File: src/common/sdcd_pkg.sv
package sdcd_pkg;
    localparam int ADDR_W = 14;
    localparam int GRP_W = 3;
    localparam int NUM_GROUPS = 4;
    localparam int AUTO_CLOSE_POS = 10;
    localparam int COL_W = 10;
    localparam int NUM_MODE_REGS = 4;
    // command codes reported by the decoder
    typedef enum logic [3:0] {
        SDCD_CMD_NONE = 4'h0,
        SDCD_CMD_MODE_LOAD = 4'h1,
        SDCD_CMD_REFRESH = 4'h2,
        SDCD_CMD_SREF_ENTER = 4'h3,
        SDCD_CMD_SREF_EXIT = 4'h4,
        SDCD_CMD_PRE_ONE = 4'h5,
        SDCD_CMD_PRE_ALL = 4'h6,
        SDCD_CMD_ACTIVATE = 4'h7,
        SDCD_CMD_WRITE = 4'h8,
        SDCD_CMD_WRITE_AC = 4'h9,
        SDCD_CMD_READ = 4'hA,
        SDCD_CMD_READ_AC = 4'hB,
        SDCD_CMD_NOP = 4'hC,
        SDCD_CMD_DESELECT = 4'hD,
        SDCD_CMD_PD_ENTER = 4'hE,
        SDCD_CMD_PD_EXIT = 4'hF
    } sdcd_cmd_t;
    // device power states, one-hot
    typedef enum logic [2:0] {
        SDCD_PW_ACTIVE = 3'h1,
        SDCD_PW_DOWN = 3'h2,
        SDCD_PW_SREF = 3'h4
    } sdcd_pwr_t;
    // strobe pattern {select_n, row_n, col_n, wr_n}
    localparam logic [3:0] PAT_MODE = 4'h0;
    localparam logic [3:0] PAT_REFRESH = 4'h1;
    localparam logic [3:0] PAT_PRECHARGE = 4'h2;
    localparam logic [3:0] PAT_ACTIVATE = 4'h3;
    localparam logic [3:0] PAT_WRITE = 4'h4;
    localparam logic [3:0] PAT_READ = 4'h5;
    localparam logic [3:0] PAT_NOP = 4'h7;
    localparam int BURST_LEN = 4;
    localparam int BURST_CNT_W = 3;
endpackage

File: src/common/sdcd_if.sv
`timescale 1ns/1ps
`default_nettype none
interface sdcd_if;
    import sdcd_pkg::*;
    logic clk_en;
    logic select_n;
    logic row_n;
    logic col_n;
    logic wr_n;
    logic [GRP_W-1:0] group_select;
    logic [ADDR_W-1:0] addr;
    modport ctrl (output clk_en, select_n, row_n, col_n, wr_n, group_select, addr);
    modport dev (input clk_en, select_n, row_n, col_n, wr_n, group_select, addr);
endinterface
`default_nettype wire

File: src/design/sdcd_dev.sv
`timescale 1ns/1ps
`default_nettype none
// How it works
// - commands decoded from strobes and clock enable
// - all strobes low loads a mode register
// - group select picks the mode register
// - refresh pattern with enable falling enters self refresh
// - enable rising with idle pattern leaves self refresh
// - self refresh exit is only seen on clock_i edges, through the synchronisers
// - precharge closes one bank or all
// - activate opens row in chosen bank
// - write starts burst at column
// - write with auto close closes bank after burst
// - read starts burst at column
// - read with auto close closes bank after burst
// - nop and deselect start nothing
// - enable falling with idle pattern enters power-down
// - enable rising with idle pattern leaves power-down
module sdcd_dev
    import sdcd_pkg::*;
(
    input wire logic clock_i,
    input wire logic rst_i,
    sdcd_if.dev bus,
    output sdcd_cmd_t cmd_o,
    output logic cmd_valid_o,
    output logic illegal_o,
    output logic [NUM_GROUPS-1:0] bank_open_o,
    output logic [NUM_GROUPS-1:0] burst_busy_o,
    output logic refresh_o,
    output logic [2:0] pwr_state_o,
    output logic [ADDR_W-1:0] mode_reg_o [NUM_MODE_REGS],
    output logic [ADDR_W-1:0] open_row_o [NUM_GROUPS],
    output logic [COL_W-1:0] column_o
);
    ////////////////////////////////////////////////////////////////////
    // input synchronisers
    logic [3+GRP_W+ADDR_W+1:0] s1_reg, s2_reg;
    always_ff @(posedge clock_i or posedge rst_i) begin
        if (rst_i) begin
            s1_reg <= {1'b1, PAT_NOP, GRP_W'(0), ADDR_W'(0)};
            s2_reg <= {1'b1, PAT_NOP, GRP_W'(0), ADDR_W'(0)};
        end else begin
            s1_reg <= {bus.clk_en, bus.select_n, bus.row_n, bus.col_n, bus.wr_n,
                bus.group_select, bus.addr};
            s2_reg <= s1_reg;
        end
    end
    logic cke_cur;
    logic [3:0] pat;
    logic [GRP_W-1:0] grp;
    logic [ADDR_W-1:0] adr;
    assign {cke_cur, pat, grp, adr} = s2_reg;
    logic [1:0] bank;
    assign bank = grp[1:0];
    logic ac;
    assign ac = adr[AUTO_CLOSE_POS];

    ////////////////////////////////////////////////////////////////////
    // decode
    logic cke_prev_reg;
    sdcd_pwr_t pwr_reg, pwr_next;
    sdcd_cmd_t cmd;
    logic bad;
    logic idle_pat;
    always_comb begin
        cmd = SDCD_CMD_NONE;
        bad = 1'b0;
        idle_pat = pat[3] || (pat == PAT_NOP);
        case ({cke_prev_reg, cke_cur})
            2'b11: begin
                if (pat[3]) cmd = SDCD_CMD_DESELECT;
                else begin
                    case (pat)
                        PAT_MODE: cmd = SDCD_CMD_MODE_LOAD;
                        PAT_REFRESH: cmd = SDCD_CMD_REFRESH;
                        PAT_PRECHARGE: cmd = ac ? SDCD_CMD_PRE_ALL : SDCD_CMD_PRE_ONE;
                        PAT_ACTIVATE: cmd = SDCD_CMD_ACTIVATE;
                        PAT_WRITE: cmd = ac ? SDCD_CMD_WRITE_AC : SDCD_CMD_WRITE;
                        PAT_READ: cmd = ac ? SDCD_CMD_READ_AC : SDCD_CMD_READ;
                        PAT_NOP: cmd = SDCD_CMD_NOP;
                        default: bad = 1'b1;
                    endcase
                end
            end
            2'b10: begin
                if (pat == PAT_REFRESH) cmd = SDCD_CMD_SREF_ENTER;
                else if (idle_pat) cmd = SDCD_CMD_PD_ENTER;
                else bad = 1'b1;
            end
            2'b01: begin
                if (idle_pat) begin
                    cmd = (pwr_reg == SDCD_PW_SREF) ? SDCD_CMD_SREF_EXIT
                        : SDCD_CMD_PD_EXIT;
                end else bad = 1'b1;
            end
            default: cmd = SDCD_CMD_NONE;
        endcase
    end

    ////////////////////////////////////////////////////////////////////
    // power state and banks
    logic [NUM_GROUPS-1:0] open_reg, open_next, ac_reg, ac_next;
    logic [BURST_CNT_W-1:0] cnt_reg [NUM_GROUPS];
    logic [BURST_CNT_W-1:0] cnt_next [NUM_GROUPS];
    logic [ADDR_W-1:0] mr_reg [NUM_MODE_REGS];
    logic [ADDR_W-1:0] mr_next [NUM_MODE_REGS];
    logic [ADDR_W-1:0] row_reg [NUM_GROUPS];
    logic [ADDR_W-1:0] row_next [NUM_GROUPS];
    logic [COL_W-1:0] col_reg, col_next;
    always_comb begin
        pwr_next = pwr_reg;
        open_next = open_reg;
        ac_next = ac_reg;
        cnt_next = cnt_reg;
        mr_next = mr_reg;
        row_next = row_reg;
        col_next = col_reg;
        for (int i = 0; i < NUM_GROUPS; i++) begin
            if (cnt_reg[i] != '0) begin
                cnt_next[i] = cnt_reg[i] - 1'b1;
                if (cnt_reg[i] == BURST_CNT_W'(1) && ac_reg[i]) begin
                    open_next[i] = 1'b0;
                    ac_next[i] = 1'b0;
                end
            end
        end
        case (cmd)
            SDCD_CMD_MODE_LOAD: mr_next[bank] = adr;
            SDCD_CMD_SREF_ENTER: pwr_next = SDCD_PW_SREF;
            SDCD_CMD_PD_ENTER: pwr_next = SDCD_PW_DOWN;
            SDCD_CMD_SREF_EXIT, SDCD_CMD_PD_EXIT: pwr_next = SDCD_PW_ACTIVE;
            SDCD_CMD_PRE_ONE: open_next[bank] = 1'b0;
            SDCD_CMD_PRE_ALL: open_next = '0;
            SDCD_CMD_ACTIVATE: begin
                open_next[bank] = 1'b1;
                row_next[bank] = adr;
            end
            SDCD_CMD_WRITE, SDCD_CMD_WRITE_AC, SDCD_CMD_READ, SDCD_CMD_READ_AC: begin
                col_next = adr[COL_W-1:0];
                cnt_next[bank] = BURST_CNT_W'(BURST_LEN);
                ac_next[bank] = ac;
            end
            default: pwr_next = pwr_reg;
        endcase
    end

    // self refresh is left on the synchronised enable, which needs clock_i running to be seen
    always_ff @(posedge clock_i or posedge rst_i) begin
        if (rst_i) begin
            cke_prev_reg <= 1'b1;
            pwr_reg <= SDCD_PW_ACTIVE;
            open_reg <= '0;
            ac_reg <= '0;
            col_reg <= '0;
            for (int i = 0; i < NUM_GROUPS; i++) begin
                cnt_reg[i] <= '0;
                row_reg[i] <= '0;
            end
            for (int i = 0; i < NUM_MODE_REGS; i++) mr_reg[i] <= '0;
        end else begin
            cke_prev_reg <= cke_cur;
            pwr_reg <= pwr_next;
            open_reg <= open_next;
            ac_reg <= ac_next;
            cnt_reg <= cnt_next;
            mr_reg <= mr_next;
            row_reg <= row_next;
            col_reg <= col_next;
        end
    end

    ////////////////////////////////////////////////////////////////////
    sdcd_cmd_t cmd_reg;
    logic bad_reg;
    always_ff @(posedge clock_i or posedge rst_i) begin
        if (rst_i) begin
            cmd_reg <= SDCD_CMD_NONE;
            bad_reg <= 1'b0;
        end else begin
            cmd_reg <= cmd;
            bad_reg <= bad;
        end
    end
    assign cmd_o = cmd_reg;
    assign cmd_valid_o = (cmd_reg != SDCD_CMD_NONE);
    assign illegal_o = bad_reg;
    assign bank_open_o = open_reg;
    always_comb begin
        for (int i = 0; i < NUM_GROUPS; i++) burst_busy_o[i] = (cnt_reg[i] != '0);
    end
    assign refresh_o = (cmd_reg == SDCD_CMD_REFRESH);
    assign pwr_state_o = pwr_reg;
    assign mode_reg_o = mr_reg;
    assign open_row_o = row_reg;
    assign column_o = col_reg;
endmodule
`default_nettype wire

File: src/flat_wrapper.sv
// flat-port wrapper written by rule: the top's interface ports become plain ports
module sdcd_dev_flat import sdcd_pkg::*;
  (clock_i, rst_i, cmd_o, cmd_valid_o, illegal_o, bank_open_o, burst_busy_o, refresh_o, pwr_state_o, mode_reg_o, open_row_o, column_o, bus_clk_en, bus_select_n, bus_row_n, bus_col_n, bus_wr_n, bus_group_select, bus_addr);
  sdcd_if bus_i ();
  input wire logic clock_i;
  input wire logic rst_i;
  output sdcd_cmd_t cmd_o;
  output logic cmd_valid_o;
  output logic illegal_o;
  output logic [NUM_GROUPS-1:0] bank_open_o;
  output logic [NUM_GROUPS-1:0] burst_busy_o;
  output logic refresh_o;
  output logic [2:0] pwr_state_o;
  output logic [ADDR_W-1:0] mode_reg_o[NUM_MODE_REGS];
  output logic [ADDR_W-1:0] open_row_o[NUM_GROUPS];
  output logic [COL_W-1:0] column_o;
  input wire logic [$bits(bus_i.clk_en)-1:0] bus_clk_en;
  input wire logic [$bits(bus_i.select_n)-1:0] bus_select_n;
  input wire logic [$bits(bus_i.row_n)-1:0] bus_row_n;
  input wire logic [$bits(bus_i.col_n)-1:0] bus_col_n;
  input wire logic [$bits(bus_i.wr_n)-1:0] bus_wr_n;
  input wire logic [$bits(bus_i.group_select)-1:0] bus_group_select;
  input wire logic [$bits(bus_i.addr)-1:0] bus_addr;
  assign bus_i.clk_en = bus_clk_en;
  assign bus_i.select_n = bus_select_n;
  assign bus_i.row_n = bus_row_n;
  assign bus_i.col_n = bus_col_n;
  assign bus_i.wr_n = bus_wr_n;
  assign bus_i.group_select = bus_group_select;
  assign bus_i.addr = bus_addr;
  sdcd_dev u_core (.clock_i(clock_i), .rst_i(rst_i), .bus(bus_i), .cmd_o(cmd_o), .cmd_valid_o(cmd_valid_o), .illegal_o(illegal_o), .bank_open_o(bank_open_o), .burst_busy_o(burst_busy_o), .refresh_o(refresh_o), .pwr_state_o(pwr_state_o), .mode_reg_o(mode_reg_o), .open_row_o(open_row_o), .column_o(column_o));
endmodule
File: config.mk
export PLATFORM = sky130hd
export DESIGN_NAME = sdcd_dev_flat
export DESIGN_NICKNAME = d
export VERILOG_FILES = /design/src/common/sdcd_pkg.sv /design/src/common/sdcd_if.sv /design/src/design/sdcd_dev.sv /design/src/flat_wrapper.sv
export SDC_FILE = /design/constraint.sdc
export NUM_CORES = 1
export LEC_CHECK = 0
export BUFFER_PORTS_ARGS = -buffer_cell sky130_fd_sc_hd__buf_2
export CAP_MARGIN = 10
export CORE_MARGIN = 2
export CORE_UTILIZATION = 54
export DETAILED_ROUTE_END_ITERATION = 12
export PLACE_DENSITY_LB_ADDON = 0.1
export SYNTH_ARGS = -nofsm -noshare
export SYNTH_HDL_FRONTEND = slang
export SYNTH_SLANG_ARGS = --single-unit
export TNS_END_PERCENT = 5
File: constraint.sdc
create_clock -name clock_i -period 6.47 [get_ports clock_i]
set_clock_uncertainty 0.15 [all_clocks]
set_input_delay 0.647 -clock clock_i [delete_from_list [all_inputs] [get_ports clock_i]]
set_output_delay 0.647 -clock clock_i [all_outputs]
set_load 0.01 [all_outputs]
# Word level (Yosys, flattened, before mapping)
# Index checks and enable logic that the tools add are counted.
dict set report totals {
  regBits 195
  in_bits 24
  out_inout_bits 140
  elab_cells 128
}
dict set report op_classes {
  n_addsub 4
  magnitude_cmp 4
  n_eq_ne 27
  mux 48
  n_bitwise 7
  reduce_logical 17
}
# cell n
set op_table {}
lappend op_table {{56-bit bitwise mux} 2}
lappend op_table {{14-bit demux with 2-bit select} 1}
lappend op_table {{4-bit by 3-bit == test with 1-bit output, second input constant} 7}
lappend op_table {{4-bit one-hot mux with 7 select lines} 1}
lappend op_table {{4-bit == test, second input constant} 6}
lappend op_table {{4-bit two-way mux} 6}
lappend op_table {{4-bit one-hot mux with 3 select lines} 2}
lappend op_table {{1-bit two-way mux} 23}
lappend op_table {{4-bit by 2-bit == test with 1-bit output, second input constant} 4}
lappend op_table {{3-bit two-way mux} 5}
lappend op_table {{3-bit nonzero test} 5}
lappend op_table {{14-bit two-way mux} 1}
lappend op_table {{3-bit by 1-bit == test with 1-bit output, second input constant} 4}
lappend op_table {{12-bit two-way mux} 1}
lappend op_table {{3-bit by 1-bit subtractor with 3-bit output, second input constant} 4}
lappend op_table {{3-bit one-hot mux with 3 select lines} 1}
lappend op_table {{8-bit AND} 1}
lappend op_table {{4-bit by 1-bit == test with 1-bit output, second input constant} 2}
lappend op_table {{8-bit inverter} 1}
lappend op_table {{4-bit OR} 2}
lappend op_table {{7-bit OR reduction} 1}
lappend op_table {{3-bit demux with 2-bit select} 1}
lappend op_table {{1-bit logical AND} 6}
lappend op_table {{4-bit AND} 1}
lappend op_table {{other kinds (18)} 19}

# Longest topological paths before layout
# Gate-level depths: netlist of the first run.
dict set report depth {
  depth_word 8
  mapped_depth 9
  depth_no_buf 7
}

# Worst setup path after synthesis of the first run
# OpenSTA, ideal clock, no wires.
dict set report synth_timing {
  path_kind {register to register}
  startpoint {register u_core.s2_reg[18]}
  endpoint {register u_core.row_reg (netlist bit u_core.open_row_o[42])}
  setup_ps 125
  t_arrival_ps 2315
  required_time_ps 6195
  slack_ps 3879
  stages_incl_launch_ff 9
  n_path_buf 2
  synth_period_minus_slack_ps 2591
  cell_sequence {dfstp_2 > buf_6 > mux2i_1 > o21ai_2 > nor4_4 > o21ai_4 > nor4_4 > buf_8 > mux2_4}
}
dict set report synth_via {
  elab_chain_cells 6
  word_cells_on_any_way 15
  classes_between {eq/ne (7); mux (6); reduce/logical (2)}
}
# element line_no
set synth_lines {}
lappend synth_lines {{from (decl)} sdcd_dev.sv:38} ;# logic [3+GRP_W+ADDR_W+1:0] s1_reg, s2_reg;
lappend synth_lines {{from (signal assigned)} sdcd_dev.sv:42} ;# s2_reg <= {1'b1, PAT_NOP, GRP_W'(0), ADDR_W'(0)};
lappend synth_lines {{from (signal assigned)} sdcd_dev.sv:46} ;# s2_reg <= s1_reg;
lappend synth_lines {{branches (longest 4 deep; another with 4-bit one-hot mux with 7 select lines)} -}
lappend synth_lines {{4-bit one-hot mux with 3 select lines (*)} sdcd_dev.sv:70} ;# case ({cke_prev_reg, cke_cur})
lappend synth_lines {{4-bit by 3-bit == test with 1-bit output (*)} sdcd_dev.sv:128} ;# case (cmd)
lappend synth_lines {{to (signal assigned)} sdcd_dev.sv:168} ;# row_reg <= row_next;
lappend synth_lines {{to (decl)} sdcd_dev.sv:108} ;# logic [ADDR_W-1:0] row_reg [NUM_GROUPS];
# Mark *: on every way between the ends.
# A chain may end at the register's enable or synchronous reset.

# Final worst setup path of the first run
dict set report layout_timing {
  startpoint {register u_core.s2_reg[18]}
  endpoint {register u_core.mr_reg (netlist bit u_core.mode_reg_o[54])}
}
dict set report layout_via {
  elab_chain_cells 6
  word_cells_on_any_way 15
  classes_between {eq/ne (7); mux (6); reduce/logical (2)}
}
# element line_no
set layout_lines {}
lappend layout_lines {{branches (longest 4 deep; another with 4-bit one-hot mux with 7 select lines)} -}
lappend layout_lines {{4-bit one-hot mux with 3 select lines (*)} sdcd_dev.sv:70}
lappend layout_lines {{4-bit by 1-bit == test with 1-bit output (*)} sdcd_dev.sv:128}
lappend layout_lines {{to (signal assigned)} sdcd_dev.sv:167} ;# mr_reg <= mr_next;
lappend layout_lines {{to (decl)} sdcd_dev.sv:106} ;# logic [ADDR_W-1:0] mr_reg [NUM_MODE_REGS];
# Marks and branches as above.

==> reports/metrics.csv, run 1 <==
metric,value,unit
drc,0,
drv.max_cap_violation_count,0,
number_of_buffers_inserted_by_hold_repair_at_cts,0,
crit_path_top_delay_cell,nor3_4,
power_leakage,4.63,nW
power.share.combinational,21.9,%
grt_start_max_net_pins,124,
sequentialPowerShare,46.2,%
final_max_slew_viol_count,0,
postRouteAntennaNets,0,
synth_sequential_area_ratio,63.7,%
syn-instance-count,518,
cts-root-to-sink-buffers,2,
num_antenna_cells,0,
gpl.final_weighted_congestion,0.853,
synth-main-ff-cell,dfrtp_1,
grt.total_usage,22.2,%
setup-violations-final,0,
synthesis.nets,554,
endpoint_kind,register,
core-area,13800,sq um
worst_path_largest_cell_delay,830,ps
routed-via-count,4599,
total_switching_power,0.00101,W
min_path_type,input pin to register,
routed_via_density,5.24,
worst-endpoint-required,6620,ps
first_pass_iters,4,
synth_edf_count,0,
timing.max_slew.rel_slack,34.1,%
floorplan.initialDensity,55.0,%
clkTransAtPathRegs,70,ps
final_design_area_no_fill,9140,sq um
ys.warnings.count,0,
post_synth.cell_area_avg,14.7,sq um
final.setup.tns,0,ps
vdd.ir_drop.worst,0.000234,V
fin_crit_sh,54.0,%
initial_antenna_violation_count,0,
fmax,286,MHz
place.detailed.instances,845,
grt_first_pass_wirelength,25000,um
root_buffer,clkbuf_16,
grt_overflow,0,
internal_power,0.00247,W
htree_levels,4,
worstPathBufferInverterCount,0,
report.power.total,0.00347,W
pwr-share-clk,31.9,%
timing_worst_slew_pin_value,985,ps
fp.dieH,123,um
path_cells,"xnor2_1, a21oi_1, o32a_1, o2111ai_4, nor3_4, mux2_2",
place_area,8510,sq um
power-per-cell-area,380,nW/um^2
cts.repair.resized,0,
starting_drt_drc_count,273,
cts_buffers,17,
result_of_the_run,"finished, final reports clean",
total_wirelength_of_the_detailed_routed_design,15900,um
synthesis.area,7600,sq um
numClockSinks,193,
worst_path_dominant_cell_family,compound AO/OA/AOI/OAI gates,
crit_path_max_fanout,14,
via_count_of_the_first_global_routing_pass,4697,
final_layout_size_suffix_gt1_share,44.8,%
fin_nets,720,
clk-insertion-delay-late,420,ps
routed_wire_length_per_instance,18.2,um
die_width,123,um
arrival_time_reported_for_the_critical_path_endpoint,3650,ps
unrepaired_setup_endpoints_after_global_routing,false,
final-hold-violation-count,0,
postCtsSetupRepairBufs,0,
power.share.switching,29.0,%
synth_async_sr_flop_share,100,%
synth_seq_cells,193,
ys_types,53,
boundaryPins,164,
core.rowCount,43,
die_area,15000,sq um
area_growth_syn_to_layout,20.2,%
critPathLaunchType,register,
critPathKind,register to register,
port_buf_inserts,162,
final.min_clock_period,3490,ps
cts_tree,built,
stdcell_count,877,
dp.final_hpwl,11000,um
## path summary, 6_finish.rpt
path	from	endpoint	slack, ps	depth (start not counted)
worst min register to register	u_core.s1_reg[15]	u_core.s2_reg[15]	200	0
max in group asynchronous	rst_i	u_core.mode_reg_o[51]	4560	3
worst min-delay path	bus_wr_n	u_core.s1_reg[17]	170	1
worst max register to register	u_core.s2_reg[18]	u_core.mode_reg_o[54]	2980	6
worst max-delay path	u_core.s2_reg[18]	u_core.mode_reg_o[54]	2980	6
min in group asynchronous	rst_i	u_core.open_row_o[1]	230	2
## per-stage QoR
step                setup WS, ps  util, %  hold slack [ps]
floorplan                    434        -              181
global placement            3010     61.5              182
detailed placement          2970     61.5              185
CTS                         2960     66.1              148
global route                2760     66.1              145
finish                      2980     66.1              171
## layout make-up
cell class / count / area [sq um]
clock inverters: 15 / 208
clock buffers: 17 / 425
well taps: 180 / 225
flip-flops and latches: 193 / 4840
fillers: 1020 / 4680
multi-input cells: 290 / 2540
repair buffers: 165 / 833
inverters: 17 / 71.3
## power groups by stage
stage / registers, W / clock network, W / logic, W
after floorplan: 0.00168 / 0 / 0.000388
after global placement: 0.00161 / 0 / 0.000735
after detailed placement: 0.00162 / 0 / 0.000769
after CTS: 0.00161 / 0.00114 / 0.000773
after global routing: 0.00164 / 0.00119 / 0.000839
final: 0.00161 / 0.00111 / 0.000761
## kinds of logic after synthesis
logic type	share of synthesized area (%)
compound gates	5.48
xor+xnor	0.576
fa+ha+maj	1.97
buf+inv	2.96
flops	63.7
mux	17.9
simple gates	7.49
## synth_stat cells, types with 3 or more instances
master,n,area [sq um]
buf_2,5,25.0
dfstp_2,10,263
nor2_1,24,90.1
dfrtp_1,183,4580
a211oi_1,6,45.0
mux2_4,20,300
nand3_1,3,15.0
ha_1,12,150
buf_6,7,78.8
mux2_2,67,754
inv_1,17,63.8
nand2_1,48,180
mux2_1,26,293
xnor2_1,5,43.8
nor2_4,3,33.8
a31oi_1,4,25.0
o21ai_0,13,65.1
a21oi_1,9,45.0
nand2b_1,10,62.6
nor3_4,4,65.1
## cells in the final DEF, fill, tap and decap left out, types with 3 or more instances in the layout
cell | netlist | routed
dfrtp_1 | 183 | 183
buf_2 | 5 | 162
mux2_2 | 67 | 67
nand2_1 | 48 | 48
mux2_1 | 26 | 26
nor2_1 | 24 | 24
mux2_4 | 20 | 20
clkbuf_16 | 0 | 17
inv_1 | 17 | 16
o21ai_0 | 13 | 13
ha_1 | 12 | 12
nand2b_1 | 10 | 10
dfstp_2 | 10 | 10
a21oi_1 | 9 | 9
a211oi_1 | 6 | 6
xnor2_1 | 5 | 5
a31oi_1 | 4 | 4
nor3_4 | 4 | 4
bufinv_16 | 0 | 4
nand3_1 | 3 | 3
nor2_4 | 3 | 3
inv_8 | 0 | 3
clkinv_2 | 0 | 3
clkinv_4 | 0 | 3
buf_4 | 2 | 3
## per-layer routing
metal / routed length, um / GRT usage (%)
met1: 7090 / 29.6
met2: 7710 / 35.0
met3: 941 / 6.69
met4: 202 / 7.04
met5: 0 / 0
Note: power is estimated with default switching activity, not from simulation.
==> run 2, diff against run 1 <==
--- a/config.mk
+++ b/config.mk
@@ -5,6 +5,7 @@
 export SDC_FILE = /design/constraint.sdc
 export NUM_CORES = 1
 export LEC_CHECK = 0
+export ABC_AREA = 1
 export BUFFER_PORTS_ARGS = -buffer_cell sky130_fd_sc_hd__buf_2
 export CAP_MARGIN = 10
 export CORE_MARGIN = 2
==> constraint.sdc (replaced) <==
create_clock -name clock_i -period 3.3 [get_ports clock_i]
set_clock_uncertainty 0.15 [all_clocks]
set_input_delay 0.33 -clock clock_i [delete_from_list [all_inputs] [get_ports clock_i]]
set_output_delay 0.33 -clock clock_i [all_outputs]
set_load 0.01 [all_outputs]
==> run 2 against run 1 <==
Net effect:
- die area up 2.8%
- wire length grew 20%
- sequential share of layout area decreased by 2.1 points
- critical path type unchanged
- largest cell class unchanged
- largest power group unchanged
==> reports/metrics.csv, run 2 <==
metric,value,unit
root_buffer,clkbuf_16,
result_of_the_run,"finished, final reports clean",
port_buf_inserts,162,
ys_types,29,
synthDominantCellAreaShare,58.5,%
initial_antenna_violation_count,0,
core-area,14000,sq um
htree_levels,4,
synthesis.nets,867,
timing_worst_slew_pin_value,720,ps
clk-insertion-delay-late,430,ps
fmax,399,MHz
final.min_clock_period,2500,ps
routed_wire_length_per_instance,16.0,um
stdcell_count,1193,
vdd.ir_drop.worst,0.000401,V
syn-instance-count,831,
via_count_of_the_first_global_routing_pass,5970,
yosys.cell_count.top_type,nand2_1,
synth_seq_cells,193,
seqCellArea,4840,sq um
routed_via_density,5.22,
timing.max_slew.rel_slack,51.9,%
final_design_area_no_fill,9530,sq um
cts-root-to-sink-buffers,2,
grt_first_pass_wirelength,31000,um
drc,0,
finish.utilization,67.8,%
clkTransAtPathRegs,70,ps
fin_nets,1036,
numClockSinks,193,
power-per-cell-area,703,nW/um^2
synth_edf_count,0,
postRouteAntennaNets,0,
total_wirelength_of_the_detailed_routed_design,19100,um
endpoint_kind,register,
place.detailed.instances,1139,
ys.warnings.count,0,
most_frequent_cells_in_the_layout,"nand2_1 (316), dfrtp_1 (183), buf_2 (162), nand3_1 (126), inv_1 (37)",
min_path_type,register to register,
setup-violations-final,0,
floorplan.initialDensity,55.7,%
synth-main-ff-cell,dfrtp_1,
fin_crit_sh,75.9,%
cts_buffers,17,
synthesis.area,7820,sq um
arrival_time_reported_for_the_critical_path_endpoint,2670,ps
worst-endpoint-required,3460,ps
core.rowCount,43,
place_area,8760,sq um
grt.total_usage,25.2,%
gpl.final_weighted_congestion,0.818,
fp.dieH,124,um
unrepaired_setup_endpoints_after_global_routing,false,
die_width,124,um
area_growth_syn_to_layout,21.8,%
crit_path_max_fanout,13,
report.power.total,0.00670,W
final_layout_size_suffix_gt1_share,24.7,%
drv.max_cap_violation_count,0,
critPathKind,register to register,
final_max_slew_viol_count,0,
final-hold-violation-count,0,
die_area,15500,sq um
synth_async_sr_flop_share,100,%
post_synth.cell_area_avg,9.41,sq um
first_pass_iters,5,
starting_drt_drc_count,442,
final_common_cell,nand2_1,
commonest_cells_in_the_synthesized_netlist,"nand2_1 (316), dfrtp_1 (183), nand3_1 (126)",
cts_tree,built,
multiInputGateArea,2510,sq um
dp.final_hpwl,12500,um
power_leakage,5.36,nW
synth_area_leaders,"dfrtp_1 (59%), nand2_1 (15%), nand3_1 (8.1%), dfstp_2 (3.4%), ha_1 (1.9%)",
synth_top_cell_by_area,dfrtp_1,
routed-via-count,6228,
final.setup.tns,0,ps
critPathLaunchType,register,
num_antenna_cells,0,
grt_overflow,0,
synth_sequential_area_ratio,61.9,%
grt_start_max_net_pins,63,
boundaryPins,164,
nFillCells,1138,
[run 2: logic make-up (layout without fill, tap and decap cells)]
group,after synthesis,after routing,share of synthesized area [%]
simple gates,502,502,27.7
flops,193,193,61.9
buf+inv,98,280,6.22
compound gates,20,20,1.58
fa+ha+maj,12,12,1.92
xor+xnor,6,6,0.672
[run 2: area by class of cell]
class,instances,area share [%]
Inverter,44,1.77
Multi-Input combinational cell,540,26.3
Sequential cell,193,50.8
Timing Repair Buffer,204,12.9
Clock buffer,17,4.47
Clock inverter,15,1.30
Tap cell,180,2.36
[run 2: metrics by stage]
stage,hold slack (ps),setup WS (ps)
floorplan,181,338
global placement,182,870
detailed placement,186,836
CTS,200,811
global route,207,633
finish,199,795
[run 2: timing repair]
item,CTS,global route
resized for setup,0,0
setup buffers,0,0
hold buffers,22,0
setup endpoints to repair,0,0
hold endpoints to repair,47,0
[run 2: layer usage]
layer | up-vias | GRT usage (%) | routed length (um) | part of all wire (%)
met5 | - | 0 | 0 | 0
met2 | 209 | 38.1 | 8850 | 46
met1 | 3025 | 37.1 | 8760 | 46
met3 | 19 | 6.06 | 1220 | 6.4
met4 | 0 | 6.74 | 285 | 1.5
li1 | 2975 | - | - | -
[run 2: worst paths after layout]
path,from,cells past startpoint,slack [ps],endpoint
min in group asynchronous,rst_i,3,420,u_core.mode_reg_o[22]
max,u_core.s2_reg[17],9,800,u_core.column_o[0]
max in group asynchronous,rst_i,4,1830,u_core.open_row_o[14]
min reg2reg,u_core.s1_reg[5],0,200,u_core.s2_reg[5]
min,u_core.s1_reg[5],0,200,u_core.s2_reg[5]
max reg2reg,u_core.s2_reg[17],9,800,u_core.column_o[0]
[run 2: critical path, stage by stage (launching register included)]
cell      delay (ps)
dfstp_2          620
nand3_2           80
nand2_2          120
o21ai_1          120
nand2_2          130
inv_2             60
nand2_1          440
clkinv_1         440
nand2_1          160
nand2_1           60
[run 2: power breakdown]
part | leakage [nW] | internal, W | switching, W
Sequential | 2.44 | 0.00286 | 0.000332
Combinational | 2.66 | 0.000647 | 0.000931
Clock | 0.263 | 0.000986 | 0.000941
==> run 3, diff against run 2 <==
--- a/config.mk
+++ b/config.mk
@@ -9,7 +9,7 @@
 export BUFFER_PORTS_ARGS = -buffer_cell sky130_fd_sc_hd__buf_2
 export CAP_MARGIN = 10
 export CORE_MARGIN = 2
-export CORE_UTILIZATION = 54
+export CORE_UTILIZATION = 49
 export DETAILED_ROUTE_END_ITERATION = 12
 export PLACE_DENSITY_LB_ADDON = 0.1
 export SYNTH_ARGS = -nofsm -noshare
==> constraint.sdc (replaced) <==
create_clock -name clock_i -period 2.1 [get_ports clock_i]
set_clock_uncertainty 0.15 [all_clocks]
set_input_delay 0.21 -clock clock_i [delete_from_list [all_inputs] [get_ports clock_i]]
set_output_delay 0.21 -clock clock_i [all_outputs]
set_load 0.01 [all_outputs]
==> run 3 against run 2 <==
Net effect:
- via count is 0.45% higher
- critical path depth grew 3
- sequential power is 57% higher
- wire length increased by 2.4%
- core utilization is 4.0 points lower
- non-clock buffer count is 22 higher
- highest routed layer unchanged
- hold slack worse by 2.1 ps
- die area rose by 9.9%
- combinational power grew 63%
- first-iteration DRC count grew 0.90%
==> reports/metrics.csv, run 3 (synthesized netlist as in run 2, its figures left out) <==
metric,value,unit
stdcell_count,1251,
worst_slack,24.0,ps
vdd.ir_drop.worst,0.000739,V
routed_wire_length_per_instance,15.7,um
power-per-cell-area,1080,nW/um^2
first_pass_iters,5,
core.rowCount,46,
place.detailed.instances,1187,
min_path_type,register to register,
clk-insertion-delay-late,430,ps
htree_levels,4,
endpoint_kind,register,
dp.final_hpwl,12600,um
power_leakage,5.58,nW
hold_slack,197,ps
most_frequent_cells_in_the_layout,"nand2_1 (310), dfrtp_1 (183), buf_2 (162), nand3_1 (121), inv_1 (33)",
place_area,8940,sq um
grt.total_usage,23.4,%
drv.max_cap_violation_count,0,
area_growth_syn_to_layout,28.6,%
floorplan.initialDensity,49.6,%
worst-endpoint-required,2320,ps
setup-violations-final,0,
timing.max_slew.rel_slack,61.6,%
final.min_clock_period,2080,ps
gpl.final_weighted_congestion,0.759,
boundaryPins,164,
timing_worst_slew_pin_value,576,ps
arrival_time_reported_for_the_critical_path_endpoint,2290,ps
unrepaired_setup_endpoints_after_global_routing,true,
via_count_of_the_first_global_routing_pass,5904,
final_design_area_no_fill,10100,sq um
fmax,482,MHz
place_worst_setup_slack,2.43,ps
core-area,15800,sq um
critPathKind,register to register,
port_buf_inserts,162,
grt_start_max_net_pins,106,
grt_first_pass_wirelength,30500,um
routed_via_density,5.00,
starting_drt_drc_count,446,
fp.dieH,130,um
postRouteAntennaNets,0,
die_width,130,um
crit_path_max_fanout,11,
critPathLaunchType,register,
die_area,17000,sq um
cts_buffers,17,
grt_overflow,0,
result_of_the_run,"finished, final reports clean",
final-hold-violation-count,0,
final_max_slew_viol_count,0,
fin_nets,1058,
num_antenna_cells,0,
drc,0,
initial_antenna_violation_count,0,
cts-root-to-sink-buffers,2,
total_wirelength_of_the_detailed_routed_design,19600,um
cts_tree,built,
final_layout_size_suffix_gt1_share,28.4,%
final_common_cell,nand2_1,
fin_crit_sh,98.9,%
root_buffer,clkbuf_16,
clkTransAtPathRegs,70,ps
routed-via-count,6256,
numClockSinks,193,
## run 3: changes by cell type in the layout (fill, tap and decap cells not counted), moves of 4 or more
cell	delta
buf_4	+6
inv_2	+4
nand3_1	-5
buf_6	+6
buf_12	+5
inv_1	-4
nand2_1	-6
## run 3: per-layer routing
layer	track usage (%)	vias up	wire length [um]
met5	0	-	0
met4	7.13	0	382
li1	-	3014	-
met3	5.17	27	1140
met2	35.5	206	8780
met1	34.1	3009	9270
## run 3: final timing paths
path / to / cells after the start / start / slack, ps
min: u_core.s2_reg[12] / 0 / u_core.s1_reg[12] / 200
min reg2reg: u_core.s2_reg[12] / 0 / u_core.s1_reg[12] / 200
min in group asynchronous: u_core.s1_reg[10] / 4 / rst_i / 290
max reg2reg: u_core.mode_reg_o[2] / 12 / u_core.s2_reg[21] / 20
max: u_core.mode_reg_o[2] / 12 / u_core.s2_reg[21] / 20
max in group asynchronous: u_core.mode_reg_o[43] / 4 / rst_i / 980
## run 3: critical path: stages, from the launching register on
cell and delay (ps):
dfstp_2 590, inv_2 50, nor2_4 160, nand3_4 140, nand2_2 90, inv_2 40, nand2_4 110, nand2_4 60
nor2_4 130, buf_12 150, clkbuf_16 170, nand3_1 70, nand2_1 80
## run 3: power breakdown
group / switching (W) / internal [W]
logic: 0.00150 / 0.00108
registers: 0.000507 / 0.00449
clock network: 0.00152 / 0.00182
total: 0.00352 / 0.00739
## run 3: cell type report
cell class	count	area, sq um
multi-input cells	540	2620
repair buffers	226	1550
clock inverters	15	186
clock buffers	17	425
well taps	216	270
fillers	1326	5710
flip-flops and latches	193	4840
inverters	44	173
## run 3: per-stage QoR
step | power [W] | util, % | setup TNS [ps]
finish | 0.0109 | 63.8 | 0
global route | 0.0116 | 63.8 | -3380
CTS | 0.0109 | 62.0 | -41.5
detailed placement | 0.00754 | 56.7 | 0
global placement | 0.00749 | 56.7 | 0
floorplan | 0.00649 | - | -136980
## run 3: timing repair
action / 4_1_cts / 5_1_grt
hold buffers: 22 / 0
buffers inserted: 0 / 6
cloned: 0 / 4
pin swaps: 0 / 5
endpoints found under the hold margin: 214 / 0
endpoints found under the setup margin: 5 / 129
resized for setup: 0 / 39
